## src/inc/asrt_consts.svh

```systemverilog
// constants for the asynchronous serial block with rate timer
`ifndef ASRT_CONSTS_SVH
`define ASRT_CONSTS_SVH
`define ASRT_DATA_IDX 32'h0000_0023
`define ASRT_DATA_ADDR 32'h0000_008C
`define ASRT_CTRL_ADDR 32'h0000_0090
`define ASRT_DIV_ADDR 32'h0000_0094
`define ASRT_TMR_ADDR 32'h0000_0098
`define ASRT_STAT_ADDR 32'h0000_009C
`define ASRT_B_TXEN 0
`define ASRT_B_TXSEL 1
`define ASRT_B_WLEN 2
`define ASRT_B_PEN 3
`define ASRT_B_PPOL 4
`define ASRT_B_RXEN 5
`define ASRT_B_SEM 6
`define ASRT_B_ERR 7
`define ASRT_CTRL_RST 8'h00
`define ASRT_DIV_RST 16'h0000
`define ASRT_OVS 5'h10
`define ASRT_HALF 4'h7
`define ASRT_MID 4'h8
`endif

```

## src/inc/asrt_pkg.sv

```systemverilog
// types for the asynchronous serial block
package asrt_pkg;
    typedef enum logic [2:0] {ASRT_TX_IDLE, ASRT_TX_START, ASRT_TX_DATA, ASRT_TX_PAR, ASRT_TX_STOP} asrt_tx_e;
    typedef enum logic [2:0] {ASRT_RX_IDLE, ASRT_RX_START, ASRT_RX_DATA, ASRT_RX_PAR, ASRT_RX_STOP} asrt_rx_e;
endpackage

```

## src/logic/asrt_parity.sv

```systemverilog
// parity bit for a 7 or 8 bit character
`timescale 1ns/10ps
module asrt_parity
(
    // character and mode
    input wire logic [7:0] data_i,
    input wire logic eight_i,
    input wire logic even_i,
    // parity bit to send or expect
    output logic par_o
);
    logic ones;
    assign ones = ^{eight_i & data_i[7], data_i[6:0]};
    // odd: total ones odd, so bit = ~ones
    assign par_o = even_i ? ones : ~ones;
endmodule

```

## src/logic/asrt_rate_timer.sv

```systemverilog
// interval timer that sets the oversampling tick
`timescale 1ns/10ps
`include "asrt_consts.svh"
module asrt_rate_timer
    import asrt_pkg::*;
(
    // clock and reset
    input wire logic clk_sys_i,
    input wire logic resetn_i,
    // control
    input wire logic run_i,
    input wire logic interval_i,
    input wire logic reload_i,
    input wire logic [15:0] divisor_i,
    // tick out
    output logic tick_o,
    output logic [15:0] count_o
);
    logic [15:0] cnt;
    logic [15:0] next_cnt;
    logic stopped;
    logic next_stopped;
    logic next_tick;

    always_comb begin
        next_cnt = cnt;
        next_stopped = stopped;
        next_tick = 1'b0;
        if (reload_i) begin
            next_cnt = divisor_i;
            next_stopped = 1'b0;
        end else if (run_i && (interval_i || !stopped)) begin
            if (cnt == 16'h0000) begin
                next_tick = 1'b1;
                // one-shot mode parks at zero; interval mode restarts a parked timer
                if (interval_i) begin
                    next_cnt = divisor_i;
                    next_stopped = 1'b0;
                end else begin
                    next_stopped = 1'b1;
                end
            end else begin
                next_cnt = cnt - 16'h0001;
            end
        end
    end

    always_ff @(posedge clk_sys_i) begin
        if (!resetn_i) begin
            cnt <= `ASRT_DIV_RST;
            stopped <= 1'b0;
            tick_o <= 1'b0;
        end else begin
            cnt <= next_cnt;
            stopped <= next_stopped;
            tick_o <= next_tick;
        end
    end

    assign count_o = cnt;
endmodule

```

## src/logic/asrt_top.sv

```systemverilog
// asynchronous serial transmitter/receiver with rate timer and apb registers
// Functional notes
// - each serial bit lasts sixteen timer expiries
// - any enabled direction forces the timer into interval mode
// - transmitter and receiver have independent enables
// - seven or eight data bits, optional odd or even parity
// - transmitter adds start, parity and stop bits itself
// - one stop bit with parity, two without
// - receiver needs start, data, optional parity and one stop bit
// - data address writes transmit register, reads receive register
// - transmit interrupt gated by enable; select picks byte or message end
// - receiver and its status work only while receiver enabled
// - receiver uses sixteen ticks per bit, samples near centre
// - a low lasting under half a bit is a false start
// - shared error flag on parity, framing or overrun
// - overrun when new character lands before previous one read
// - receive interrupt on each transfer into receive data register
// - seven-bit mode drops top written bit, reads top bit zero
// - parity polarity clear gives odd ones count, set gives even
// - error flag cleared by reset or writing one
// - writing transmit data clears the transmit interrupt
//
// Implementation choice: the APB register port.
`timescale 1ns/10ps
`include "asrt_consts.svh"
module asrt_top
    import asrt_pkg::*;
(
    // clock and reset
    input wire logic clk_sys_i,
    input wire logic resetn_i,
    // apb slave
    input wire logic psel_i,
    input wire logic penable_i,
    input wire logic pwrite_i,
    input wire logic [31:0] paddr_i,
    input wire logic [31:0] pwdata_i,
    output logic [31:0] prdata_o,
    output logic pready_o,
    output logic pslverr_o,
    // serial link
    input wire logic rxd_i,
    output logic txd_o,
    // interrupt requests
    output logic tx_interrupt_o,
    output logic rx_interrupt_o
);
    logic [7:0] ctrl, next_ctrl;
    logic [15:0] divisor, next_divisor;
    logic tmr_interval, next_tmr_interval;
    logic [7:0] tx_data, next_tx_data;
    logic tx_full, next_tx_full;
    logic [7:0] rx_data, next_rx_data;
    logic rx_full, next_rx_full;
    logic rx_irq, next_rx_irq;
    logic tx_irq_clr, next_tx_irq_clr;
    logic [31:0] rdata, next_rdata;
    asrt_tx_e tx_st, next_tx_st;
    logic [3:0] tx_sub, next_tx_sub;
    logic [2:0] tx_bit, next_tx_bit;
    logic [1:0] tx_stops, next_tx_stops;
    logic [7:0] tx_shift, next_tx_shift;
    logic tx_par, next_tx_par;
    logic txd, next_txd;
    asrt_rx_e rx_st, next_rx_st;
    logic [3:0] rx_sub, next_rx_sub;
    logic [2:0] rx_bit, next_rx_bit;
    logic [7:0] rx_shift, next_rx_shift;

    logic tick, wr, rd, txen, rxen, eight, pen, ppol, tx_par_calc, rx_par_calc, div_wr, xfer, par_err, next_par_err;
    logic [15:0] tmr_count;
    logic [2:0] last_bit;

    assign wr = psel_i & penable_i & pwrite_i;
    assign rd = psel_i & penable_i & ~pwrite_i;
    assign txen = ctrl[`ASRT_B_TXEN];
    assign rxen = ctrl[`ASRT_B_RXEN];
    assign eight = ctrl[`ASRT_B_WLEN];
    assign pen = ctrl[`ASRT_B_PEN];
    assign ppol = ctrl[`ASRT_B_PPOL];
    assign last_bit = eight ? 3'd7 : 3'd6;
    assign div_wr = wr && paddr_i == `ASRT_DIV_ADDR;

    asrt_rate_timer u_timer (
        .clk_sys_i(clk_sys_i),
        .resetn_i(resetn_i),
        .run_i(1'b1),
        .interval_i(tmr_interval | txen | rxen),
        .reload_i(div_wr),
        .divisor_i(div_wr ? pwdata_i[15:0] : divisor),
        .tick_o(tick),
        .count_o(tmr_count)
    );

    asrt_parity u_tx_par (
        .data_i(tx_data),
        .eight_i(eight),
        .even_i(ppol),
        .par_o(tx_par_calc)
    );

    asrt_parity u_rx_par (
        .data_i(rx_shift),
        .eight_i(eight),
        .even_i(ppol),
        .par_o(rx_par_calc)
    );

    // register file and apb
    always_comb begin
        next_ctrl = ctrl;
        next_divisor = divisor;
        next_tmr_interval = tmr_interval;
        next_tx_data = tx_data;
        next_tx_full = tx_full;
        next_tx_irq_clr = tx_irq_clr;
        next_rdata = rdata;
        if (wr) begin
            unique case (paddr_i)
                `ASRT_DATA_ADDR: begin
                    next_tx_data = {eight & pwdata_i[7], pwdata_i[6:0]};
                    next_tx_full = 1'b1;
                    next_tx_irq_clr = 1'b1;
                end
                `ASRT_CTRL_ADDR: begin
                    next_ctrl[6:0] = pwdata_i[6:0];
                    // clearing tx enable also clears the source select
                    next_ctrl[`ASRT_B_TXSEL] = pwdata_i[`ASRT_B_TXSEL] & pwdata_i[`ASRT_B_TXEN];
                    if (pwdata_i[`ASRT_B_ERR]) begin
                        next_ctrl[`ASRT_B_ERR] = 1'b0;
                    end
                end
                `ASRT_DIV_ADDR: next_divisor = pwdata_i[15:0];
                `ASRT_TMR_ADDR: next_tmr_interval = pwdata_i[0];
                default: ;
            endcase
        end
        // captured in the setup cycle so the word stands at the access edge
        if (psel_i && !penable_i && !pwrite_i) begin
            unique case (paddr_i)
                `ASRT_DATA_ADDR: next_rdata = {24'h00_0000, eight & next_rx_data[7], next_rx_data[6:0]};
                `ASRT_CTRL_ADDR: next_rdata = {24'h00_0000, ctrl};
                `ASRT_DIV_ADDR: next_rdata = {16'h0000, divisor};
                `ASRT_TMR_ADDR: next_rdata = {31'h0000_0000, tmr_interval};
                `ASRT_STAT_ADDR: next_rdata = {16'h0000, tmr_count};
                default: next_rdata = 32'h0000_0000;
            endcase
        end
        if (tx_st == ASRT_TX_IDLE && tx_full && txen && tick) begin
            next_tx_full = wr && paddr_i == `ASRT_DATA_ADDR;
            next_tx_irq_clr = 1'b0;
        end
        if (xfer && (rx_full || !rxd_i || (pen && par_err))) begin
            next_ctrl[`ASRT_B_ERR] = 1'b1;
        end
    end

    // transmitter
    always_comb begin
        next_tx_st = tx_st;
        next_tx_sub = tx_sub;
        next_tx_bit = tx_bit;
        next_tx_stops = tx_stops;
        next_tx_shift = tx_shift;
        next_tx_par = tx_par;
        next_txd = 1'b1;
        if (!txen) begin
            next_tx_st = ASRT_TX_IDLE;
        end else if (tick) begin
            next_tx_sub = tx_sub + 4'h1;
            unique case (tx_st)
                ASRT_TX_IDLE: begin
                    if (tx_full) begin
                        next_tx_st = ASRT_TX_START;
                        next_tx_shift = tx_data;
                        next_tx_par = tx_par_calc;
                        next_tx_sub = 4'h0;
                    end
                end
                ASRT_TX_START: if (tx_sub == 4'hF) begin
                    next_tx_st = ASRT_TX_DATA;
                    next_tx_bit = 3'd0;
                end
                ASRT_TX_DATA: if (tx_sub == 4'hF) begin
                    next_tx_shift = {1'b0, tx_shift[7:1]};
                    next_tx_bit = tx_bit + 3'd1;
                    if (tx_bit == last_bit) begin
                        next_tx_st = pen ? ASRT_TX_PAR : ASRT_TX_STOP;
                        next_tx_stops = pen ? 2'd1 : 2'd2;
                    end
                end
                ASRT_TX_PAR: if (tx_sub == 4'hF) begin
                    next_tx_st = ASRT_TX_STOP;
                end
                ASRT_TX_STOP: if (tx_sub == 4'hF) begin
                    next_tx_stops = tx_stops - 2'd1;
                    if (tx_stops == 2'd1) begin
                        next_tx_st = ASRT_TX_IDLE;
                    end
                end
            endcase
        end
        unique case (next_tx_st)
            ASRT_TX_START: next_txd = 1'b0;
            ASRT_TX_DATA: next_txd = next_tx_shift[0];
            ASRT_TX_PAR: next_txd = next_tx_par;
            default: next_txd = 1'b1;
        endcase
    end

    // receiver
    logic rx_par_bad;
    assign rx_par_bad = rxd_i != rx_par_calc;
    always_comb begin
        next_rx_st = rx_st;
        next_rx_sub = rx_sub;
        next_rx_bit = rx_bit;
        next_rx_shift = rx_shift;
        next_rx_data = rx_data;
        next_rx_full = rx_full;
        next_rx_irq = rx_irq;
        xfer = 1'b0;
        if (rd && paddr_i == `ASRT_DATA_ADDR) begin
            next_rx_full = 1'b0;
            next_rx_irq = 1'b0;
        end
        if (!rxen) begin
            next_rx_st = ASRT_RX_IDLE;
            next_rx_data[7] = 1'b0;
            next_rx_irq = 1'b0;
        end else if (tick) begin
            next_rx_sub = rx_sub + 4'h1;
            unique case (rx_st)
                ASRT_RX_IDLE: if (!rxd_i) begin
                    next_rx_st = ASRT_RX_START;
                    next_rx_sub = 4'h0;
                end
                ASRT_RX_START: begin
                    if (rxd_i) begin
                        next_rx_st = ASRT_RX_IDLE;
                    end else if (rx_sub == `ASRT_HALF) begin
                        next_rx_st = ASRT_RX_DATA;
                        next_rx_sub = 4'h0;
                        next_rx_bit = 3'd0;
                        next_rx_shift = 8'h00;
                    end
                end
                ASRT_RX_DATA: if (rx_sub == 4'hF) begin
                    next_rx_shift[rx_bit] = rxd_i;
                    next_rx_bit = rx_bit + 3'd1;
                    if (rx_bit == last_bit) begin
                        next_rx_st = pen ? ASRT_RX_PAR : ASRT_RX_STOP;
                    end
                end
                ASRT_RX_PAR: if (rx_sub == 4'hF) begin
                    next_rx_st = ASRT_RX_STOP;
                end
                ASRT_RX_STOP: if (rx_sub == 4'hF) begin
                    next_rx_st = ASRT_RX_IDLE;
                    xfer = 1'b1;
                    next_rx_data = rx_shift;
                    next_rx_full = 1'b1;
                    next_rx_irq = 1'b1;
                end
            endcase
        end
    end

    // parity result held across the stop bit
    always_comb begin
        next_par_err = par_err;
        if (tick && rx_st == ASRT_RX_PAR && rx_sub == 4'hF) begin
            next_par_err = rx_par_bad;
        end else if (rx_st == ASRT_RX_START) begin
            next_par_err = 1'b0;
        end
    end

    always_ff @(posedge clk_sys_i) begin
        if (!resetn_i) begin
            ctrl <= `ASRT_CTRL_RST;
            divisor <= `ASRT_DIV_RST;
            tmr_interval <= 1'b0;
            tx_data <= 8'h00;
            tx_full <= 1'b0;
            tx_irq_clr <= 1'b1;
            rdata <= 32'h0000_0000;
            rx_data <= 8'h00;
            rx_full <= 1'b0;
            rx_irq <= 1'b0;
            par_err <= 1'b0;
            tx_st <= ASRT_TX_IDLE;
            tx_sub <= 4'h0;
            tx_bit <= 3'd0;
            tx_stops <= 2'd0;
            tx_shift <= 8'h00;
            tx_par <= 1'b0;
            txd <= 1'b1;
            rx_st <= ASRT_RX_IDLE;
            rx_sub <= 4'h0;
            rx_bit <= 3'd0;
            rx_shift <= 8'h00;
        end else begin
            ctrl <= next_ctrl;
            divisor <= next_divisor;
            tmr_interval <= next_tmr_interval;
            tx_data <= next_tx_data;
            tx_full <= next_tx_full;
            tx_irq_clr <= next_tx_irq_clr;
            rdata <= next_rdata;
            rx_data <= next_rx_data;
            rx_full <= next_rx_full;
            rx_irq <= next_rx_irq;
            par_err <= next_par_err;
            tx_st <= next_tx_st;
            tx_sub <= next_tx_sub;
            tx_bit <= next_tx_bit;
            tx_stops <= next_tx_stops;
            tx_shift <= next_tx_shift;
            tx_par <= next_tx_par;
            txd <= next_txd;
            rx_st <= next_rx_st;
            rx_sub <= next_rx_sub;
            rx_bit <= next_rx_bit;
            rx_shift <= next_rx_shift;
        end
    end

    assign txd_o = txd;
    assign prdata_o = rdata;
    assign pready_o = psel_i & penable_i;
    assign pslverr_o = 1'b0;
    // tx_irq_clr low means a pending empty event not yet cleared by a write
    assign tx_interrupt_o = txen & ~tx_irq_clr & ~tx_full
        & (~ctrl[`ASRT_B_TXSEL] | tx_st == ASRT_TX_IDLE);
    assign rx_interrupt_o = rx_irq & rxen;
endmodule

```

## config.mk

```make
export PLATFORM = sky130hd
export DESIGN_NAME = asrt_top
export DESIGN_NICKNAME = d
export VERILOG_FILES = /design/src/inc/asrt_pkg.sv /design/src/logic/asrt_parity.sv /design/src/logic/asrt_rate_timer.sv /design/src/logic/asrt_top.sv
export VERILOG_INCLUDE_DIRS = /design/src /design/src/inc
export SDC_FILE = /design/constraint.sdc
export NUM_CORES = 1
export LEC_CHECK = 0
export BUFFER_PORTS_ARGS = -buffer_cell sky130_fd_sc_hd__clkbuf_2
export CAP_MARGIN = 20
export CORE_UTILIZATION = 55
export CTS_CLUSTER_DIAMETER = 200
export DETAILED_ROUTE_END_ITERATION = 8
export PLACE_DENSITY = 0.78
export SYNTH_ARGS = -nofsm -noshare
export SYNTH_HDL_FRONTEND = slang
export SYNTH_SLANG_ARGS = --single-unit
```

## constraint.sdc

```tcl
create_clock -name clk_sys_i -period 3.5 [get_ports clk_sys_i]
set_clock_uncertainty 0.2 [all_clocks]
set_input_delay 0.35 -clock clk_sys_i [delete_from_list [all_inputs] [get_ports clk_sys_i]]
set_output_delay 0.35 -clock clk_sys_i [all_outputs]
set_load 0.01 [all_outputs]
```

# Word level (Yosys, flattened, before mapping)
# Index checks and enable logic that the tools add are counted.
# word_totals
reg_bits	136
latch_bits	0
mem_bits_rw	0
rom_bits	0
out_inout_bits	37
elab_cells	242
mem_count	0
# op_classes
addsub	6
mul	0
div	0
order_cmp	2
eq_ne	37
shift	0
mux	93
n_bitwise	23
reduce_logical	54
# op_table
op	n
$eq 32x8->1 const B	5
$mux 16	5
$mux 8	10
$pmux 16 s5	1
$mux 3	22
$mux 1	34
$pmux 8 s2	2
$pmux 3 s5	2
$ne 2x2->1 const B	12
$reduce_bool 2->1	11
$mux 4	5
$reduce_and 2->1	10
$eq 3x2->1 const B	6
$logic_not 16->1	1
$reduce_xor 8->1	2
$sub 16x1->16 const B	1
$logic_and 1x1->1	13
$and 1x1->1	12
$pmux 3 s2	2
$reduce_and 6->1	2
$reduce_and 5->1	2
$eq 3x1->1 const B	3
$add 4x1->4 const B	2
$bwmux 8	1
other kinds (27)	49

# Logic depth before layout (Yosys ltp)
# Gate-level depths: netlist (run 1).
# depth
ltp_word	9
depth_mapped	10

# Hierarchy
# From an unflattened synthesis (run 1), not the netlist that was laid out.
# unflattened
hier_cells	772
hier_area_um2	6608.8
# by_module_without_submodules
module	instances	cells_each	area_per_inst_um2
asrt_top	1	610	5268.8
asrt_rate_timer	1	146	1182.4
asrt_parity	2	8	78.8

# Worst setup path before layout (run 1)
# Ideal clock, no wire load.
# synth_path
path_type	register to register
from	register u_timer.cnt[0], in the netlist u_timer.count_o[0]
to	register u_timer.cnt[9], in the netlist u_timer.count_o[9]
setup_time_ps	118
t_arrival_ps	1940
required_time_ps	3182
setup_slack_ps	1242
path_stages_with_launch	10
path_buffers	1
synth_period_minus_slack_ps	2258
cell_sequence	dfxtp_1 inv_1 ha_1 nor3b_2 nand4_1 or2_0 buf_2 mux2_1 a22oi_1 o21ai_1
# synth_via
elab_chain_len	4
word_cells_on_any_way	7
# synth_rtl
item	line	rtl
start, declared	asrt_rate_timer.sv:19	logic [15:0] cnt;
start signal, assigned	asrt_rate_timer.sv:50	cnt <= `ASRT_DIV_RST;
start signal, assigned	asrt_rate_timer.sv:54	cnt <= next_cnt;
$sub 16x1->16 / $logic_not 16->1 (equally long branches)	asrt_rate_timer.sv:43, asrt_rate_timer.sv:33	
$mux 16	asrt_rate_timer.sv:33	if (cnt == 16'h0000) begin
$mux 16	asrt_rate_timer.sv:32	end else if (run_i && (interval_i || !stopped)) begin
$mux 16	asrt_rate_timer.sv:29	if (reload_i) begin
# Several ways; a longest one is shown, not always the timed one. The select of a mux whose other input is x is not followed.
# A chain may end at the register's enable or synchronous reset.

# Worst setup path after layout (run 1)
# layout_path
from	register u_timer.cnt[0], in the netlist u_timer.count_o[0]
to	register u_timer.cnt[8], in the netlist u_timer.count_o[8]
# The elaborated chain is that of the path after synthesis.

==> results of run 1 <==
==> flip-flops by register name, indices dropped and copies added, names as in the netlist, 2 cells and up <==
| register | count |
|---|---|
| divisor | 16 |
| prdata_o | 16 |
| u_timer.count_o | 16 |
| ctrl | 8 |
| rx_data | 8 |
| rx_shift | 8 |
| tx_data | 8 |
| tx_shift | 8 |
| rx_sub | 4 |
| tx_sub | 4 |
| rx_bit | 3 |
| rx_st | 3 |
| tx_bit | 3 |
| tx_st | 3 |
| tx_stops | 2 |
==> cells in the mapped netlist, types with 3 or more instances <==
library cell    n
a21oi_1        70
nor4b_1         4
o22ai_1         6
o21ai_1         4
inv_1          13
clkbuf_1       27
ha_1            6
mux2i_1        33
buf_6           5
a211oi_1       10
a22oi_1        22
or4_1           5
nand4_1         8
mux2_2          9
or3_1           6
nand3_1        21
a31oi_1         9
o211ai_1        3
buf_4          20
o21ai_2        14
nand2b_1       10
a2bb2oi_1       5
xnor2_1        16
o21a_1          3
nor2_1         97
nor2b_1        10
and2_1         11
dfxtp_1       120
and3_1          4
buf_2          14
o21ai_0        30
nor3_1         20
nand2_1        97
nor4_1         10
nor3b_1         3
xor2_1          6
nor3_2          4
==> final timing paths <==
kind | cells past startpoint | slack [ns] | endpoint | startpoint
worst max register to register | 9 | 0.51 | u_timer.count_o[8] | u_timer.count_o[0]
worst min-delay path | 3 | 0.01 | u_timer.count_o[8] | pwdata_i[8]
worst min register to register | 2 | 0.25 | prdata_o[15] | prdata_o[15]
worst max-delay path | 9 | 0.51 | u_timer.count_o[8] | u_timer.count_o[0]
==> layer usage <==
metal / routed length (µm) / part of all wire (%) / GRT usage, % / up-vias
met1: 7211 / 43 / 35.61 / 2878
met2: 8062 / 48 / 46.00 / 260
met5: 0 / 0 / 0 / -
li1: - / - / - / 2936
met4: 270 / 1.6 / 8.533 / 0
met3: 1197 / 7.2 / 6.944 / 35
==> final cells by class <==
class	count	area (µm²)
inverter	14	52.55
sequential	120	2402
fill	928	3981
timing repair buffer	88	493.0
clock inverter	7	140.1
clock buffer	24	491.7
multi-input combinational	618	3727
tap	143	178.9
==> repair_timing <==
action,CTS,global route
resized for setup,0,0
hold endpoints to repair,8,0
setup buffers,0,0
hold buffers,6,0
==> power groups by stage <==
stage	logic, mW	registers, mW	clock network, mW
floorplan	0.733	1.52	0
global placement	0.850	1.55	0
detailed placement	0.879	1.56	0
CTS	0.903	1.53	1.87
global route	1.01	1.55	1.94
finish	0.926	1.54	1.86
==> per-stage QoR <==
step	instance area (µm²)	hold slack (ns)	setup WS (ns)	cells
after floorplan	6563	0.2317	1.242	820
after global placement	6794	0.2381	0.7523	977
after detailed placement	6794	0.2477	0.6448	977
after CTS	7486	0.008710	0.6074	1014
after global routing	7486	0.007830	0.4155	1014
final	7486	0.01318	0.5111	1014
==> placed cells by master (no fill, tap or decap), types with 10 or more instances in the layout <==
| cell type | synthesis | routed |
|---|---|---|
| nand2_1 | 97 | 97 |
| mux2i_1 | 33 | 33 |
| nand2b_1 | 10 | 10 |
| a211oi_1 | 10 | 10 |
| a21oi_1 | 70 | 70 |
| dfxtp_1 | 120 | 120 |
| clkbuf_2 | 1 | 73 |
| nor4_1 | 10 | 10 |
| a22oi_1 | 22 | 22 |
| inv_1 | 13 | 13 |
| and2_1 | 11 | 11 |
| clkbuf_16 | 0 | 17 |
| nor3_1 | 20 | 20 |
| o21ai_0 | 30 | 30 |
| o21ai_2 | 14 | 14 |
| nor2_1 | 97 | 97 |
| conb_1 | 1 | 17 |
| xnor2_1 | 16 | 16 |
| nand3_1 | 21 | 21 |
| nor2b_1 | 10 | 10 |
==> tightest hold or removal path: cells and delay by family <==
kind,cells,cell delay (ns)
buffers and inverters,1,0.08
AO/OA/AOI/OAI,1,0.06
AND/OR/NAND/NOR,1,0.08
==> cells by family (layout without fill, tap and decap cells) <==
| group | after synthesis | after routing | synth area share, % |
|---|---|---|---|
| AND/OR/NAND/NOR | 330 | 330 | 25.17 |
| AO/OA/AOI/OAI | 199 | 199 | 19.80 |
| flip-flops | 120 | 120 | 36.94 |
| buffers and inverters | 82 | 133 | 6.754 |
| multiplexers | 44 | 44 | 7.158 |
| XOR/XNOR | 22 | 22 | 2.963 |
| adder cells (fa/ha/maj) | 6 | 6 | 1.154 |
| other | 1 | 17 | 0.05767 |
==> reports/metrics.yaml, run 1 <==
drt-initial-drc-count: 554
timing.max_slew.rel_slack_pct: 37.66
synth.yosys.seq_area_share_pct: 36.94
design.core.area_um2: 11470
synth_largest_area_cell: "dfxtp_1"
cp_top_family: "compound AO/OA/AOI/OAI gates"
timing.final.crit_share_pct: 85.40
pwr_density_cell_nw_per_um2: 577.2
floorplan.initialDensity_pct: 56.70
worstSkewPairLatency_ns: 0.41
leakage_nw: 2.844
ctsRootBufferMaster: "clkbuf_16"
die_height_um: 110.7
netlist_area_pre_place_um2: 6502
worst_case_vdd_ir_drop_uv: 427.0
ys_ff_latch: 120
post-synth-top-area-fraction_pct: 36.94
synth_cell_type_count: 78
antenna_violating_nets_post_route: 0
postRouteWirelength_um: 16740
synth-edff-count: 0
grt_util_all_layers_pct: 27.79
unrepaired_setup_endpoints_after_global_routing: "no"
ys_top_cells_by_area: "dfxtp_1, nand2_1, nor2_1"
finalHoldViolations: 0
hpwlAfterDp_um: 11410
postLayoutCoreUtil_pct: 65.28
worstPathBufferInverterCount: 2
status: "complete, no violations"
setup_viol: 0
crit_type: "reg2reg"
min_path_type: "in2reg"
timing.critical_path.required_ns: 3.64
grt_start_max_net_pins: 90
dr_total_vias: 6109
start_kind: "flip-flop"
antenna_cells_inserted: 0
ys_warn_count: 0
clkTransAtPathRegs_ns: 0.05
cell_internal_pwr_mw: 3.078
cts_tree: "built"
p_sw_mw: 1.243
cts.htree.levels: 4
route.detailed.vias_per_inst: 6.025
fin_total_pwr_mw: 4.321
place_congestion: 0.8975
postSynthAreaPerCell_um2: 8.088
syn_to_final_growth_pct: 15.12
swShare_pct: 28.77
ys_dominant_reg_cell: "dfxtp_1"
total_congestion_overflow_after_global_routing: 0
floorplan.rows: 39
detailedRoute.firstPassIterationCount: 8
antenna_found_initial: 0
timing.final.crit_period_ns: 2.989
combPwrFrac_pct: 21.4
dieArea_um2: 12260
ctsLongestPathBuffers: 2
grt_pass1_vias: 5778
max_cap_viol_count: 0
cts_num_sinks: 120
drv_slew: 0
drc: 0
clkPwrFrac_pct: 43.0
critical_path.endpoint_type: "flip-flop"
design.portCount: 107
detail_route.wl_per_cell_um: 16.51
tns_ns: 0
drive_gt1_share_pct: 17.91
power_frac_seq_pct: 35.5
syn_inst: 804
highest_delay_cell_along_the_critical_path: "a31oi_1"
fmaxAchievable_mhz: 334.6
crit_arrival_ns: 3.12
synth_async_sr_flop_share_pct: 0
num-nets-final: 935
slowest_delay_ns: 0.62
global_route_wire_length_before_repair_um: 27690
die_x_um: 110.7
port_buffers: 73
worstPathMaxFanout: 7
tightest_slew_ns: 0.9351
numCtsBuffers: 17
worstPathCellList: "inv_1, ha_1, nor3b_2, and4b_1, a31oi_1, buf_4, o21ai_0, a221o_1, a21oi_1"
(Power assumes the default switching activity.)
==> run 2: changes to the inputs <==
- CORE_UTILIZATION: 55 -> 40
- PLACE_DENSITY: 0.78 -> not set
==> reports/metrics.yaml, run 2 (same netlist as run 1, synthesis figures left out) <==
status: "complete, no violations"  # unchanged
antenna_found_initial: 0  # unchanged
tns_ns: 0  # unchanged
post-cts-setup-buffer-count: 0  # unchanged
ctsLongestPathBuffers: 2  # unchanged
design.core.area_um2: 15890  # was 11470 µm²
min_path_type: "in2reg"  # unchanged
die_x_um: 129.5  # was 110.7 µm
port_buffers: 73  # unchanged
cts.htree.levels: 4  # unchanged
max_cap_viol_count: 0  # unchanged
fmaxAchievable_mhz: 349.3  # was 334.6 MHz
drc: 0  # unchanged
unrepaired_setup_endpoints_after_global_routing: "no"  # unchanged
worstSkewPairLatency_ns: 0.42  # was 0.41 ns
clkTransAtPathRegs_ns: 0.06  # was 0.05 ns
timing.critical_path.required_ns: 3.64  # about the same
total_congestion_overflow_after_global_routing: 0  # unchanged
most-common-layout-cells: "dfxtp_1, nand2_1, nor2_1, clkbuf_2, a21oi_1"  # unchanged
timing.final.crit_share_pct: 81.80  # was 85.40%
hpwlAfterDp_um: 11130  # was 11410 µm
finalHoldViolations: 0  # unchanged
ctsRootBufferMaster: "clkbuf_16"  # unchanged
leakage_nw: 2.902  # was 2.844 nW
cts_tree: "built"  # unchanged
place_congestion: 0.8197  # was 0.8975
pwr_density_cell_nw_per_um2: 591.0  # was 577.2 nW/µm²
design.portCount: 107  # unchanged
timing.final.crit_period_ns: 2.863  # was 2.989 ns
numPlacedInstances: 1053  # was 977
setup_viol: 0  # unchanged
tightest_slew_ns: 0.8712  # was 0.9351 ns
antenna_violating_nets_post_route: 0  # unchanged
worstPathMaxFanout: 14  # was 7
syn_to_final_growth_pct: 18.53  # was 15.12%
placement.setup.worst_slack_ns: 0.6674  # was 0.6448 ns
global_route_wire_length_before_repair_um: 26740  # was 27690 µm
die_height_um: 129.5  # was 110.7 µm
postRouteWirelength_um: 16460  # was 16740 µm
drt-initial-drc-count: 367  # was 554
grt_start_max_net_pins: 90  # unchanged
dr_total_vias: 5821  # was 6109
dieArea_um2: 16770  # was 12260 µm²
grt_util_all_layers_pct: 20.47  # was 27.79%
grt_pass1_vias: 5318  # was 5778
post_route_hold_slack_ns: 0.03340  # was 0.01318 ns
detailedRoute.firstPassIterationCount: 5  # was 8
postLayoutCoreUtil_pct: 48.52  # was 65.28%
route.detailed.vias_per_inst: 5.331  # was 6.025
crit_type: "reg2reg"  # unchanged
fin_ws_ns: 0.6371  # was 0.5111 ns
floorplan.rows: 46  # was 39
numCtsBuffers: 17  # unchanged
floorplan.initialDensity_pct: 40.93  # was 56.70%
detail_route.wl_per_cell_um: 15.08  # was 16.51 µm
start_kind: "flip-flop"  # unchanged
antenna_cells_inserted: 0  # unchanged
num-nets-final: 939  # was 935
post_layout_nonfiller_instances: 1092  # was 1014
crit_arrival_ns: 3.01  # was 3.12 ns
drv_slew: 0  # unchanged
critical_path.endpoint_type: "flip-flop"  # unchanged
cts_num_sinks: 120  # unchanged
drive_gt1_share_pct: 18.61  # was 17.91%
final_common_cell: "dfxtp_1"  # unchanged
worst_case_vdd_ir_drop_uv: 330.2  # was 427.0 µV
timing.max_slew.rel_slack_pct: 41.92  # was 37.66%
==> run 2: final timing paths <==
check	from	end	slack [ns]	cells past startpoint
worst max register to register	u_timer.count_o[0]	u_timer.count_o[8]	0.64	8
worst max-delay path	u_timer.count_o[0]	u_timer.count_o[8]	0.64	8
worst min register to register	rx_irq	rx_irq	0.25	2
worst min-delay path	pwdata_i[3]	tx_data[3]	0.03	3
==> run 2: timing repair <==
item / CTS / global route
resized for setup: 0 / 0
endpoints found under the hold margin: 10 / 0
hold buffers: 7 / 0
setup endpoints to repair: 0 / 0
==> run 2: report_power, final <==
part           switching [mW]  leakage, nW  internal (mW)  total (mW)
Clock                   0.636        0.336           1.47        2.10
Combinational           0.536         1.60          0.398       0.933
Sequential             0.0867        0.969           1.43        1.52
Total                    1.26         2.90           3.30        4.55
==> run 2: critical path: stages, from the launching register on <==
cell	delay, ns
dfxtp_1	0.43
inv_1	0.09
ha_1	0.27
nor3b_2	0.20
nand4_1	0.20
or2_0	0.71
o2bb2ai_1	0.17
a221o_1	0.38
a21oi_1	0.14
==> run 2: per-stage QoR <==
| step | area [µm²] | power, mW |
|---|---|---|
| floorplan | 6563 | 2.251 |
| global placement | 6925 | 2.458 |
| detailed placement | 6925 | 2.457 |
| CTS | 7707 | 4.568 |
| global route | 7707 | 4.748 |
| finish | 7707 | 4.555 |
==> run 2: layout make-up <==
cell class / count / area (µm²)
timing repair buffer: 92 / 538.0
clock inverter: 11 / 241.5
clock buffer: 21 / 470.5
tap: 216 / 270.3
multi-input combinational: 618 / 3732
inverter: 14 / 52.55
sequential: 120 / 2402
fill: 1553 / 8178
==> run 2: per-layer routing <==
metal / up-vias / track usage, % / routed length, µm
li1: 2957 / - / -
met1: 2679 / 28.97 / 8291
met2: 170 / 31.40 / 7265
met3: 15 / 4.005 / 732
met4: 0 / 6.088 / 174
met5: - / 0 / 0
==> run 3: changes to the inputs <==
- clock period: 3.5 -> 2.75 ns (I/O delays scaled with it)
==> reports/metrics.yaml, run 3 (same netlist as run 1, synthesis figures left out) <==
final_common_cell: "dfxtp_1"  # unchanged
place_congestion: 0.8630  # was 0.8197
grt_util_all_layers_pct: 20.90  # was 20.47%
unrepaired_setup_endpoints_after_global_routing: "no"  # unchanged
clkTransAtPathRegs_ns: 0.05  # was 0.06 ns
dr_total_vias: 5983  # was 5821
leakage_nw: 3.049  # was 2.902 nW
regToRegStartpoint: "u_timer.count_o[1]"  # was u_timer.count_o[0]
timing.max_slew.rel_slack_pct: 52.28  # was 41.92%
design.portCount: 107  # unchanged
drt-initial-drc-count: 409  # was 367
numCtsBuffers: 17  # unchanged
syn_to_final_growth_pct: 21.96  # was 18.53%
antenna_cells_inserted: 0  # unchanged
detail_route.wl_per_cell_um: 14.87  # was 15.08 µm
antenna_violating_nets_post_route: 0  # unchanged
clkPwrFrac_pct: 42.2  # was 46.1%
fin_total_pwr_mw: 5.606  # was 4.555 mW
total_congestion_overflow_after_global_routing: 0  # unchanged
postRouteWirelength_um: 16800  # was 16460 µm
combPwrFrac_pct: 23.3  # was 20.5%
p_sw_mw: 1.609  # was 1.258 mW
finalHoldViolations: 0  # unchanged
dieArea_um2: 16770  # unchanged
setup_viol: 0  # unchanged
tns_ns: 0  # unchanged
swShare_pct: 28.70  # was 27.63%
port_buffers: 73  # unchanged
start_kind: "flip-flop"  # unchanged
status: "complete, no violations"  # unchanged
timing.critical_path.required_ns: 2.90  # was 3.64 ns
timing.final.crit_period_ns: 2.484  # was 2.863 ns
crit_arrival_ns: 2.63  # was 3.01 ns
design.core.area_um2: 15890  # unchanged
tightest_slew_ns: 0.7157  # was 0.8712 ns
grt_pass1_vias: 5260  # was 5318
min-delay-start: "rxd_i"  # was pwdata_i[3]
drc: 0  # unchanged
critical_path.endpoint_type: "flip-flop"  # unchanged
timing.critical_path.from: "u_timer.count_o[1]"  # was u_timer.count_o[0]
worstSkewPairLatency_ns: 0.42  # about the same
ctsRootBufferMaster: "clkbuf_16"  # unchanged
die_height_um: 129.5  # unchanged
route.detailed.vias_per_inst: 5.295  # was 5.331
antenna_found_initial: 0  # unchanged
post-cts-setup-buffer-count: 0  # unchanged
drv_slew: 0  # unchanged
cts.htree.levels: 4  # unchanged
most-common-layout-cells: "dfxtp_1, nand2_1, nor2_1, clkbuf_2, a21oi_1"  # unchanged
worst_case_vdd_ir_drop_uv: 400.7  # was 330.2 µV
num-nets-final: 977  # was 939
grt_start_max_net_pins: 43  # was 90
fmaxAchievable_mhz: 402.6  # was 349.3 MHz
floorplan.initialDensity_pct: 40.93  # unchanged
drive_gt1_share_pct: 20.57  # was 18.61%
worstPathMaxFanout: 10  # was 14
ctsLongestPathBuffers: 2  # unchanged
power_frac_seq_pct: 34.5  # was 33.4%
detailedRoute.firstPassIterationCount: 5  # unchanged
cell_internal_pwr_mw: 3.997  # was 3.297 mW
global_route_wire_length_before_repair_um: 27140  # was 26740 µm
min_path_type: "in2reg"  # unchanged
pwr_density_cell_nw_per_um2: 707.0  # was 591.0 nW/µm²
floorplan.rows: 46  # unchanged
cts_num_sinks: 120  # unchanged
cts_tree: "built"  # unchanged
max_cap_viol_count: 0  # unchanged
crit_type: "reg2reg"  # unchanged
hpwlAfterDp_um: 11730  # was 11130 µm
fill_cells: 1596  # was 1553
timing.final.crit_share_pct: 90.32  # was 81.80%
die_x_um: 129.5  # unchanged
[run 3: per-layer routing]
metal	routed length, µm	global-route usage (%)	vias to the layer above
li1	-	-	3027
met1	8265	29.52	2767
met4	153	5.746	0
met5	0	0	-
met3	908	4.583	11
met2	7474	32.01	178
[run 3: power groups by stage]
stage / registers (mW) / clock network (mW) / logic (mW)
3_3_place_gp: 1.97 / 0 / 1.26
2_1_floorplan: 1.93 / 0 / 0.934
6_report: 1.94 / 2.36 / 1.30
5_1_grt: 1.95 / 2.48 / 1.44
3_5_place_dp: 1.97 / 0 / 1.26
4_1_cts: 1.93 / 2.40 / 1.29
[run 3: final timing paths]
check,end,slack (ns),cells past startpoint
max,u_timer.count_o[7],0.27,9
min reg2reg,prdata_o[14],0.25,2
min,rx_st[1],0.12,3
max reg2reg,u_timer.count_o[7],0.27,9
[run 3: final cells by class]
class                   instances  area, µm²  area share (%)
clock inverters                 8      142.6           1.799
clock buffers                  24      481.7           6.074
multi-input cells             618       3732           47.07
well taps                     216      270.3           3.408
flip-flops and latches        120       2402           30.29
repair buffers                130      848.3           10.70
inverters                      14      52.55          0.6627
[run 3: what timing repair did]
action	CTS	global route
endpoints found under the hold margin	43	0
gates resized for setup	0	0
setup endpoints to repair	0	0
hold buffers	17	0
[run 3: worst max-delay path, stage by stage, from the launching register on]
cell	delay, ns
dfxtp_1	0.42
inv_1	0.07
ha_1	0.19
nor3b_2	0.17
nand4_1	0.11
or2_0	0.57
buf_4	0.24
a2bb2oi_1	0.16
o221ai_1	0.13
a21oi_1	0.16
[run 3: metrics by stage]
stage	instance area (µm²)	utilization, %	setup WS [ns]	std cells	hold slack, ns
after floorplan	6563	-	0.4923	820	0.2110
after global placement	7136	44.92	0.2602	1081	0.2385
after detailed placement	7136	44.92	0.2649	1081	0.2431
after CTS	7930	49.92	0.2891	1130	0.09078
after global routing	7930	49.92	0.1175	1130	0.1175
final	7930	49.92	0.2662	1130	0.1158
